**config.mk**
```make
export PLATFORM = sky130hd
export DESIGN_NAME = cdc_done_chain
export DESIGN_NICKNAME = d
export VERILOG_FILES = /design/src/rtl/cdc_pkg.sv /design/src/rtl/cdc_clk_div.sv /design/src/rtl/cdc_done_chain.sv
export SDC_FILE = /design/constraint.sdc
export NUM_CORES = 1
export LEC_CHECK = 0
export BUFFER_PORTS_ARGS = -buffer_cell sky130_fd_sc_hd__clkbuf_2
export CORE_MARGIN = 2
export CORE_UTILIZATION = 40
export DETAILED_ROUTE_END_ITERATION = 10
export SYNTH_ARGS = -nofsm -noshare
export SYNTH_HDL_FRONTEND = slang
export SYNTH_SLANG_ARGS = --single-unit
```
**constraint.sdc**
```tcl
create_clock -name mclk -period 2.19 [get_ports mclk]
set_clock_uncertainty 0.1 [all_clocks]
set_input_delay 0.219 -clock mclk [delete_from_list [all_inputs] [get_ports mclk]]
set_output_delay 0.219 -clock mclk [all_outputs]
set_load 0.03 [all_outputs]
```
**src/rtl/cdc_pkg.sv**
```systemverilog
// package of constants and types for the configuration done and chain handshake block
// How it works
// - hold load complete flag low before and during configuration
// - release the flag once the last data unit is taken without error, before initialization starts
// - sense the flag line; when high, initialize then enter user mode
// - after initialization, external low drive on the flag is ignored
// - configuration accepted only while chain enable input is low
// - drive chain enable output low in user mode while chain enable input is low
// - in active serial mode drive command output to the serial memory
// - in active serial mode drive memory select; otherwise pin is user I/O
// - on configuration error pull the error status line low
// - external low on error line during load or init forces error state
// - reconfig request low in user mode resets; rising edge restarts load
// - in active serial mode drive the load clock output
package cdc_pkg;
  // load clock divider: 200 MHz / (2 * 5) = 20 MHz
  localparam int unsigned CLK_PERIOD_NS   = 5;
  localparam int unsigned LOAD_CLK_NS     = 50;
  localparam int unsigned LOAD_HALF_CYC   = LOAD_CLK_NS / (2 * CLK_PERIOD_NS);
  // cycles spent in initialization after the flag line reads high
  localparam int unsigned INIT_CYCLES     = 16;
  // serial memory read command, sent msb first
  localparam logic [7:0]  FLASH_READ_CMD  = 8'h03;
  localparam logic [3:0]  CMD_BITS        = 4'h8;

  typedef enum logic [2:0] {
    CDC_RESET  = 3'b000,
    CDC_LOAD   = 3'b001,
    CDC_WAITHI = 3'b010,
    CDC_INIT   = 3'b011,
    CDC_USER   = 3'b100,
    CDC_ERROR  = 3'b101
  } cdc_state_type;
endpackage

```
**src/rtl/cdc_clk_div.sv**
```systemverilog
// divider producing a one-cycle enable at each load clock half period
`timescale 1ns/1ps
module cdc_clk_div #(
  parameter int unsigned HALF = 5
) (
  input  wire logic mclk,
  input  wire logic rst,
  input  wire logic run,
  output logic      tick
);
  logic [7:0] cnt_reg;
  wire        wrap = (cnt_reg == 8'(HALF - 1));

  // count while running, pulse on wrap
  always_ff @(posedge mclk) begin
    if (rst || !run) begin
      cnt_reg <= 8'h00;
      tick    <= 1'b0;
    end else begin
      cnt_reg <= wrap ? 8'h00 : cnt_reg + 8'h01;
      tick    <= wrap;
    end
  end
endmodule

```
**src/rtl/cdc_done_chain.sv**
```systemverilog
// configuration done flag, chain enable and serial memory control
`timescale 1ns/1ps
module cdc_done_chain (
  input  wire logic mclk,
  input  wire logic rst,
  input  wire logic reconfig_request_n,
  input  wire logic chain_enable_in_n,
  input  wire logic active_serial_mode,
  input  wire logic data_valid,
  input  wire logic data_last,
  input  wire logic data_error,
  input  wire logic load_complete_flag_in,
  input  wire logic config_error_n_in,
  output logic      load_complete_flag_out,
  output logic      load_complete_flag_oe,
  output logic      config_error_n_out,
  output logic      config_error_n_oe,
  output logic      chain_enable_out_n,
  output logic      flash_command_out,
  output logic      flash_select_n,
  output logic      flash_pins_oe,
  output logic      load_clock,
  output logic      load_clock_oe,
  output logic      data_accept,
  output logic      user_mode,
  output logic      io_tristate
);
  import cdc_pkg::*;

  cdc_state_type state_reg;
  cdc_state_type state_next;
  logic          req_d_reg;
  logic [7:0]    init_cnt_reg;
  logic [3:0]    bit_cnt_reg;
  logic [7:0]    cmd_sh_reg;
  logic          lclk_reg;
  logic          tick;

  // decode of the current phase
  wire loading    = (state_reg == CDC_LOAD);
  wire in_init    = (state_reg == CDC_INIT);
  wire in_user    = (state_reg == CDC_USER);
  wire enabled    = !chain_enable_in_n;
  wire take_data  = loading && enabled && data_valid;
  wire in_waithi  = (state_reg == CDC_WAITHI);
  // an outside low on the error line only counts while loading, waiting for the flag line or initializing
  wire ext_err    = !config_error_n_in && (loading || in_waithi || in_init);
  wire req_rise   = reconfig_request_n && !req_d_reg;
  wire as_run     = loading && enabled && active_serial_mode;
  wire falling    = tick && lclk_reg;
  wire cmd_done   = (bit_cnt_reg == CMD_BITS);

  cdc_clk_div #(.HALF(LOAD_HALF_CYC)) u_div (
    .mclk (mclk),
    .rst  (rst),
    .run  (as_run),
    .tick (tick)
  );

  // next state
  always_comb begin
    state_next = state_reg;
    unique case (state_reg)
      CDC_RESET: begin
        if (req_rise) begin
          state_next = CDC_LOAD;
        end
      end
      CDC_LOAD: begin
        if (take_data && data_error) begin
          state_next = CDC_ERROR;
        end else if (take_data && data_last) begin
          state_next = CDC_WAITHI;
        end
      end
      CDC_WAITHI: begin
        if (load_complete_flag_in) begin
          state_next = CDC_INIT;
        end
      end
      CDC_INIT: begin
        if (init_cnt_reg == 8'(INIT_CYCLES - 1)) begin
          state_next = CDC_USER;
        end
      end
      CDC_USER: begin
        state_next = CDC_USER;
      end
      CDC_ERROR: begin
        state_next = CDC_ERROR;
      end
      default: state_next = CDC_RESET;
    endcase
    if (ext_err && state_next != CDC_ERROR) begin
      state_next = CDC_ERROR;
    end
    if (!reconfig_request_n) begin
      state_next = CDC_RESET;
    end
  end

  // phase register
  always_ff @(posedge mclk) begin
    if (rst) begin
      state_reg <= CDC_RESET;
    end else begin
      state_reg <= state_next;
    end
  end

  // reconfig request history; resets low so a high request at release starts a load
  always_ff @(posedge mclk) begin
    if (rst) begin
      req_d_reg <= 1'b0;
    end else begin
      req_d_reg <= reconfig_request_n;
    end
  end

  // initialization counter
  always_ff @(posedge mclk) begin
    if (rst || !in_init) begin
      init_cnt_reg <= 8'h00;
    end else begin
      init_cnt_reg <= init_cnt_reg + 8'h01;
    end
  end

  // load clock and read command shifter for the serial memory
  always_ff @(posedge mclk) begin
    if (rst || !as_run) begin
      lclk_reg    <= 1'b0;
      bit_cnt_reg <= 4'h0;
      cmd_sh_reg  <= FLASH_READ_CMD;
    end else if (tick) begin
      lclk_reg <= !lclk_reg;
      if (falling && !cmd_done) begin
        cmd_sh_reg  <= {cmd_sh_reg[6:0], 1'b0};
        bit_cnt_reg <= bit_cnt_reg + 4'h1;
      end
    end
  end

  // decode of the phase that the next edge enters
  wire next_reset   = (state_next == CDC_RESET);
  wire next_load    = (state_next == CDC_LOAD);
  wire next_error   = (state_next == CDC_ERROR);
  wire next_user    = (state_next == CDC_USER);

  // next values of the pins; taken from the next phase so pins move with the state
  wire flag_oe_next = next_reset || next_load || next_error;
  wire err_oe_next  = next_error || (next_reset && !reconfig_request_n);
  wire chain_next   = !(next_user && enabled);
  wire pins_oe_next = active_serial_mode && !next_user;
  wire select_next  = !(as_run && next_load);
  wire cmd_bit_next = cmd_done ? 1'b1 : cmd_sh_reg[7];
  wire accept_next  = next_load && enabled;

  // open-drain load complete flag: low until all data is in
  always_ff @(posedge mclk) begin
    if (rst) begin
      load_complete_flag_out <= 1'b0;
      load_complete_flag_oe  <= 1'b1;
    end else begin
      load_complete_flag_out <= 1'b0;
      load_complete_flag_oe  <= flag_oe_next;
    end
  end

  // open-drain error line: pulled low in error and while reconfig is held low
  always_ff @(posedge mclk) begin
    if (rst) begin
      config_error_n_out <= 1'b0;
      config_error_n_oe  <= 1'b1;
    end else begin
      config_error_n_out <= 1'b0;
      config_error_n_oe  <= err_oe_next;
    end
  end

  // chain enable towards the next device
  always_ff @(posedge mclk) begin
    if (rst) begin
      chain_enable_out_n <= 1'b1;
    end else begin
      chain_enable_out_n <= chain_next;
    end
  end

  // serial memory command and select pins
  always_ff @(posedge mclk) begin
    if (rst) begin
      flash_command_out <= 1'b0;
      flash_select_n    <= 1'b1;
      flash_pins_oe     <= 1'b0;
    end else begin
      flash_command_out <= cmd_bit_next;
      flash_select_n    <= select_next;
      flash_pins_oe     <= pins_oe_next;
    end
  end

  // load clock pin; delayed like the command so both move on the same edge
  always_ff @(posedge mclk) begin
    if (rst) begin
      load_clock    <= 1'b0;
      load_clock_oe <= 1'b0;
    end else begin
      load_clock    <= lclk_reg;
      load_clock_oe <= pins_oe_next;
    end
  end

  // status towards the core: data accept, user mode, i/o release
  always_ff @(posedge mclk) begin
    if (rst) begin
      data_accept <= 1'b0;
      user_mode   <= 1'b0;
      io_tristate <= 1'b1;
    end else begin
      data_accept <= accept_next;
      user_mode   <= next_user;
      io_tristate <= !next_user;
    end
  end
endmodule

```
-- After elaboration in Yosys (flattened, before gate mapping)
Cells that the tools add are included.
- add/sub/neg operators: 3
- equality and inequality tests: 12
- mux-type cells: 9
- reduce and logical (&&, ||, !) cells: 37
- operators with widths (operator ; number):
    $mux W3 ; 7
    $pmux W3 S6 ; 1
    $add A8 B1 Y8 const B ; 2
    $logic_and A1 B1 Y1 ; 15
    $eq A3 B3 Y1 const B ; 4
    $logic_not A1 Y1 ; 11
    $eq A8 B3 Y1 const B ; 1
    $eq A8 B4 Y1 const B ; 1
    $logic_or A1 B1 Y1 ; 7
    $eq A3 B1 Y1 const B ; 2
    $eq A3 B2 Y1 const B ; 2
    $logic_not A3 Y1 ; 2
    $add A4 B1 Y4 const B ; 1
    $eq A4 B4 Y1 const B ; 1
    $ne A3 B3 Y1 const B ; 1
    $reduce_and A2 Y1 ; 1
    $reduce_or A2 Y1 ; 1
    $mux W1 ; 1
- flip-flop bits (word level): 44
- output and inout bits: 13

-- Longest topological paths before layout
- depth after elaboration: 14
- mapped depth: 8
- depth with buffers taken out: 7

-- Hierarchy
A second synthesis with hierarchy kept.
- cell total of the unflattened synthesis: 209
- area total of the unflattened synthesis: 1844.3 um^2
- modules (own cells, without submodules) (module ; instances ; cells each ; area an instance (um^2) ; sequential area each (um^2)):
    cdc_done_chain ; 1 ; 166 ; 1460.2 ; 700.7
    cdc_clk_div ; 1 ; 43 ; 384.1 ; 180.2

-- Least setup slack after synthesis
No wires, ideal clock.
- path type: reg2reg
- from: register init_cnt_reg[0]
- to: register flash_select_n
- arrival: 1.338 ns
- data required time: 1.947 ns
- slack: 0.609 ns
- stages on the path, launching flop included: 7
- path buffers: 0
- period minus slack after synthesis: 1.581 ns
- cell sequence: dfxtp_1 > ha_1 > and3_2 > a21o_2 > o311a_4 > nor3_2 > nand4_1
- word-level cells in the longest chain between the ends: 10
- ends and longest elaborated chain (item ; line ; text):
    start: declaration ; cdc_done_chain.sv:33 ; logic [7:0] init_cnt_reg;
    start signal: assignment ; cdc_done_chain.sv:125 ; init_cnt_reg <= init_cnt_reg + 8'h01;
    $eq A8 B4 Y1 (*) ; cdc_done_chain.sv:82 ; if (init_cnt_reg == 8'(INIT_CYCLES - 1)) begin
    $mux W3 (*) ; cdc_done_chain.sv:82 ;
    $pmux W3 S6 (*) ; cdc_done_chain.sv:63 ; unique case (state_reg)
    $ne A3 B3 Y1 ; cdc_done_chain.sv:94 ; if (ext_err && state_next != CDC_ERROR) begin
    $logic_and A1 B1 Y1 ; cdc_done_chain.sv:94 ;
    $mux W3 (*) ; cdc_done_chain.sv:94 ;
    $mux W3 (*) ; cdc_done_chain.sv:97 ; if (!reconfig_request_n) begin
    $eq A3 B1 Y1 (*) ; cdc_done_chain.sv:146 ; wire next_load = (state_next == CDC_LOAD);
    $logic_and A1 B1 Y1 (*) ; cdc_done_chain.sv:155 ; wire select_next = !(as_run && next_load);
    $logic_not A1 Y1 (*) ; cdc_done_chain.sv:155 ;
    end signal: assignment ; cdc_done_chain.sv:198 ; flash_select_n <= select_next;
    end: declaration ; cdc_done_chain.sv:20 ; output logic flash_select_n,
Mark *: on every way between the ends. The rest lies on a longest branch, timed or not.
A chain may end at the register's enable or synchronous reset.

-- Final worst setup path
- from: register bit_cnt_reg[0]
- to: register bit_cnt_reg[3]
- word-level cells in the longest chain between the ends: 4
- ends and longest elaborated chain (item ; line ; text):
    start: declaration ; cdc_done_chain.sv:34 ; logic [3:0] bit_cnt_reg;
    start signal: assignment ; cdc_done_chain.sv:139 ; bit_cnt_reg <= bit_cnt_reg + 4'h1;
    $eq A4 B4 Y1 ; cdc_done_chain.sv:51 ; wire cmd_done = (bit_cnt_reg == CMD_BITS);
    $logic_not A1 Y1 ; cdc_done_chain.sv:137 ; if (falling && !cmd_done) begin
    $logic_and A1 B1 Y1 ; cdc_done_chain.sv:137 ;
    $reduce_and A2 Y1 (no line) ; - ;
Parallel ways exist; a longest one is shown, timed or not.

==> results.md <==
* Hold Crit Class: in -> reg
* Seq pwr share at 0.581
* FFs w/ async S/R, synth at 0
* Post-Synth Simple-Gate Area at 0.251
* I/O pin count at 23
* RSZ-0062 raised after global routing: false
* Initial antenna violation count at 0
* Final Hold Viols at 0
* # rows at 23
* Status: completed
* Syn. warnings at 0
* TritonCTS clock tree: yes
* # setup viols final at 0
* Kind of critical path: reg -> reg
* Initial core utilization at 0.424
* Final min period at 1.73 ns
* Drt wl/cell at 10.7 microns
* Hold-fix buffers, CTS at 0
* Layout cells sized above 1 at 0.183
* Core footprint at 0.00409 sq mm
* Final nets at 227
* Slowest stage delay, CP at 0.41 ns
* Largest family of logic cells by synthesized area: simple AND/OR/NAND/NOR gates
* Max-cap violations at 0
* Via density at 4.76
* Post-CTS Setup Inserts at 0
* Tot GR Track Use at 0.132
* Seq/Total Area, Yosys at 0.508
* Synth Register Bits at 44
* Cells after Synth at 188
* Synth Area in XOR/XNOR at 0.0808
* Top delay family on crit path: simple AND/OR/NAND/NOR gates
* Critical path, cell by cell: inv_1 -> ha_1 -> nand3b_1 -> and3_1 -> nand4_1 -> xor2_1 -> nor2_1
* LEAKAGE at 0.749 nW
* Fillers at 397
* Die area at 0.00488 sq mm
* Post-CTS sizing at 0
* Routed wire length at 2.82 mm
* Psw at 0.311 mW
* Largest net degree at the start of global routing at 15
* Comb pwr share at 0.043
* Crit path required time at 2.28 ns
* Setup TNS at 0 ns
* Commonest register cell after synthesis: dfxtp_1
* Final instance area at 0.00198 sq mm
* Mux share of post-synthesis cell area at 0
* Pwr Density at 705 mW/mm^2
* Dpl cell area at 0.00188 sq mm
* Post-synth cell types at 36
* Post-route ant nets at 0
* Iteration-0 DRC Markers at 62
* Synth Area in Compound Gates at 0.0794
* Synthesis-to-finish area growth at 14.0%
* Synth Area per Inst at 9.22 sq um
* CTS Buf Count at 5
* Tcrit/Tclk final at 0.789
* Clock buffer depth at 2
* Post-synth EDFFs at 0
* PortBufs at 20
* First-pass DRT Iterations at 4
* Synthesized cell area at 0.00173 sq mm
* # diodes at 0
* Placer Congestion at 0.875
* Congestion Overflow GR at 0
* H-tree levels at 2
* Clock group share of total power at 0.377
* Vias at 1252
* Critical path endpoint category: register
* Post-DP HPWL at 2.09 mm
* DRC violations left at 0
* Maximum net fanout on the critical path at 11
* Data arrival, critical path at 1.82 ns
* CP Launch Type: register
* Die X at 69.8 microns
* Power Internal at 1.08 mW
* Clock Sinks at 44
* Clock Latency Late Sink at 0.30 ns
* Final Slew Violations at 0
* Worst-path clk slew at 0.08 ns
* Bufs and invs on worst path at 1
* Peak supply drop at 0.392 mV
* Vert. Die Dim at 69.8 microns
* CTS Root Cell: clkbuf_8
* Vias in the first global route at 1184
* Sw Share at 0.223
* First-pass GRT wire length at 5.18 mm
* Crit-path slowest cell: and3_1
* Peak Freq at 0.579 GHz
* Area share of fa/ha/maj cells after synthesis at 0.0361
==> placed cells by master (no fill, tap or decap), types with 2 or more instances in the layout <==
| master | instances |
|---|---|
| and3_1 | 5 |
| conb_1 | 2 |
| xnor2_1 | 9 |
| clkbuf_2 | 20 |
| and3_2 | 2 |
| inv_1 | 10 |
| nand3_1 | 8 |
| ha_1 | 5 |
| clkinvlp_4 | 2 |
| and2_1 | 3 |
| dfxtp_1 | 44 |
| or2_2 | 2 |
| buf_4 | 2 |
| nand4_1 | 2 |
| clkbuf_8 | 6 |
| xor2_1 | 7 |
| a21oi_1 | 11 |
| o21ai_0 | 3 |
| nand3b_1 | 3 |
| nand2b_1 | 2 |
| nor2_1 | 26 |
| nand2_1 | 24 |
==> kinds of logic (layout without fill, tap and decap cells) <==
group | after synthesis | in the layout
flip-flops | 44 | 44
XOR/XNOR | 16 | 16
other | 1 | 2
adder cells (fa/ha/maj) | 5 | 5
buffers and inverters | 16 | 40
AND/OR/NAND/NOR | 85 | 85
AO/OA/AOI/OAI | 21 | 21
==> synth_stat cells, drive strengths merged (2+ instances only) <==
| library cell | n | area [sq um] |
|---|---|---|
| or2 | 2 | 12.5 |
| o21ai | 3 | 15.0 |
| xnor2 | 9 | 78.8 |
| nand3b | 3 | 22.5 |
| nor2 | 26 | 97.6 |
| dfxtp | 44 | 881 |
| ha | 5 | 62.6 |
| nand2b | 2 | 12.5 |
| nand3 | 8 | 40.0 |
| xor2 | 7 | 61.3 |
| and2 | 3 | 18.8 |
| buf | 5 | 32.5 |
| nand2 | 24 | 90.1 |
| inv | 10 | 37.5 |
| nand4 | 2 | 12.5 |
| and3 | 7 | 46.3 |
| a21oi | 11 | 55.1 |
==> cell type report <==
cell class                      instances  area (sq um)  share of cell area
Clock buffer                            6          82.6              0.0418
Tap cell                               50          62.6              0.0316
Sequential cell                        44           881               0.446
Inverter                               10          37.5              0.0190
Timing Repair Buffer                   22           115              0.0582
Clock inverter                          2          15.0             0.00759
Multi-Input combinational cell        129           783               0.396
==> worst paths after layout <==
| path | endpoint | start | slack (ns) | cells past startpoint |
|---|---|---|---|---|
| max | bit_cnt_reg[3] | bit_cnt_reg[0] | 0.46 | 7 |
| min reg2reg | init_cnt_reg[0] | init_cnt_reg[0] | 0.35 | 1 |
| max reg2reg | bit_cnt_reg[3] | bit_cnt_reg[0] | 0.46 | 7 |
| min | flash_select_n | reconfig_request_n | 0.03 | 2 |
==> worst reg2reg max path: cells and delay by family, from the launching register on <==
family,cells,cell delay [ns]
adders and majority gates,1,0.19
DFF,1,0.39
and+or+nand+nor,4,0.73
xor gates and xnor gates,1,0.16
buffers and inverters,1,0.06
==> through the flow <==
stage | power (mW) | instances | setup WS [ns] | hold slack [ns] | utilization
6_report | 1.39 | 263 | 0.463 | 0.0297 | 0.484
5_1_grt | 1.45 | 263 | 0.280 | 0.0432 | 0.484
4_1_cts | 1.41 | 263 | 0.453 | 0.0257 | 0.484
3_5_place_dp | 0.888 | 255 | 0.475 | 0.338 | 0.460
3_3_place_gp | 0.888 | 255 | 0.508 | 0.331 | 0.460
2_1_floorplan | 0.870 | 189 | 0.609 | 0.188 | -
==> routing by layer <==
metal / global-route usage / part of all wire / routed length (microns)
met3: 0.0349 / 0.034 / 95
met2: 0.204 / 0.44 / 1240
met4: 0.0705 / 0.025 / 70
met5: 0 / 0 / 0
met1: 0.167 / 0.50 / 1420
==> power groups by stage <==
| stage | registers (mW) | logic, mW | clock network, mW |
|---|---|---|---|
| finish | 0.809 | 0.0593 | 0.525 |
| detailed placement | 0.828 | 0.0593 | 0 |
| CTS | 0.809 | 0.0595 | 0.545 |
| global route | 0.810 | 0.0649 | 0.575 |
| floorplan | 0.834 | 0.0355 | 0 |
| global placement | 0.828 | 0.0596 | 0 |
No activity file was read; power rests on OpenSTA's default activity.
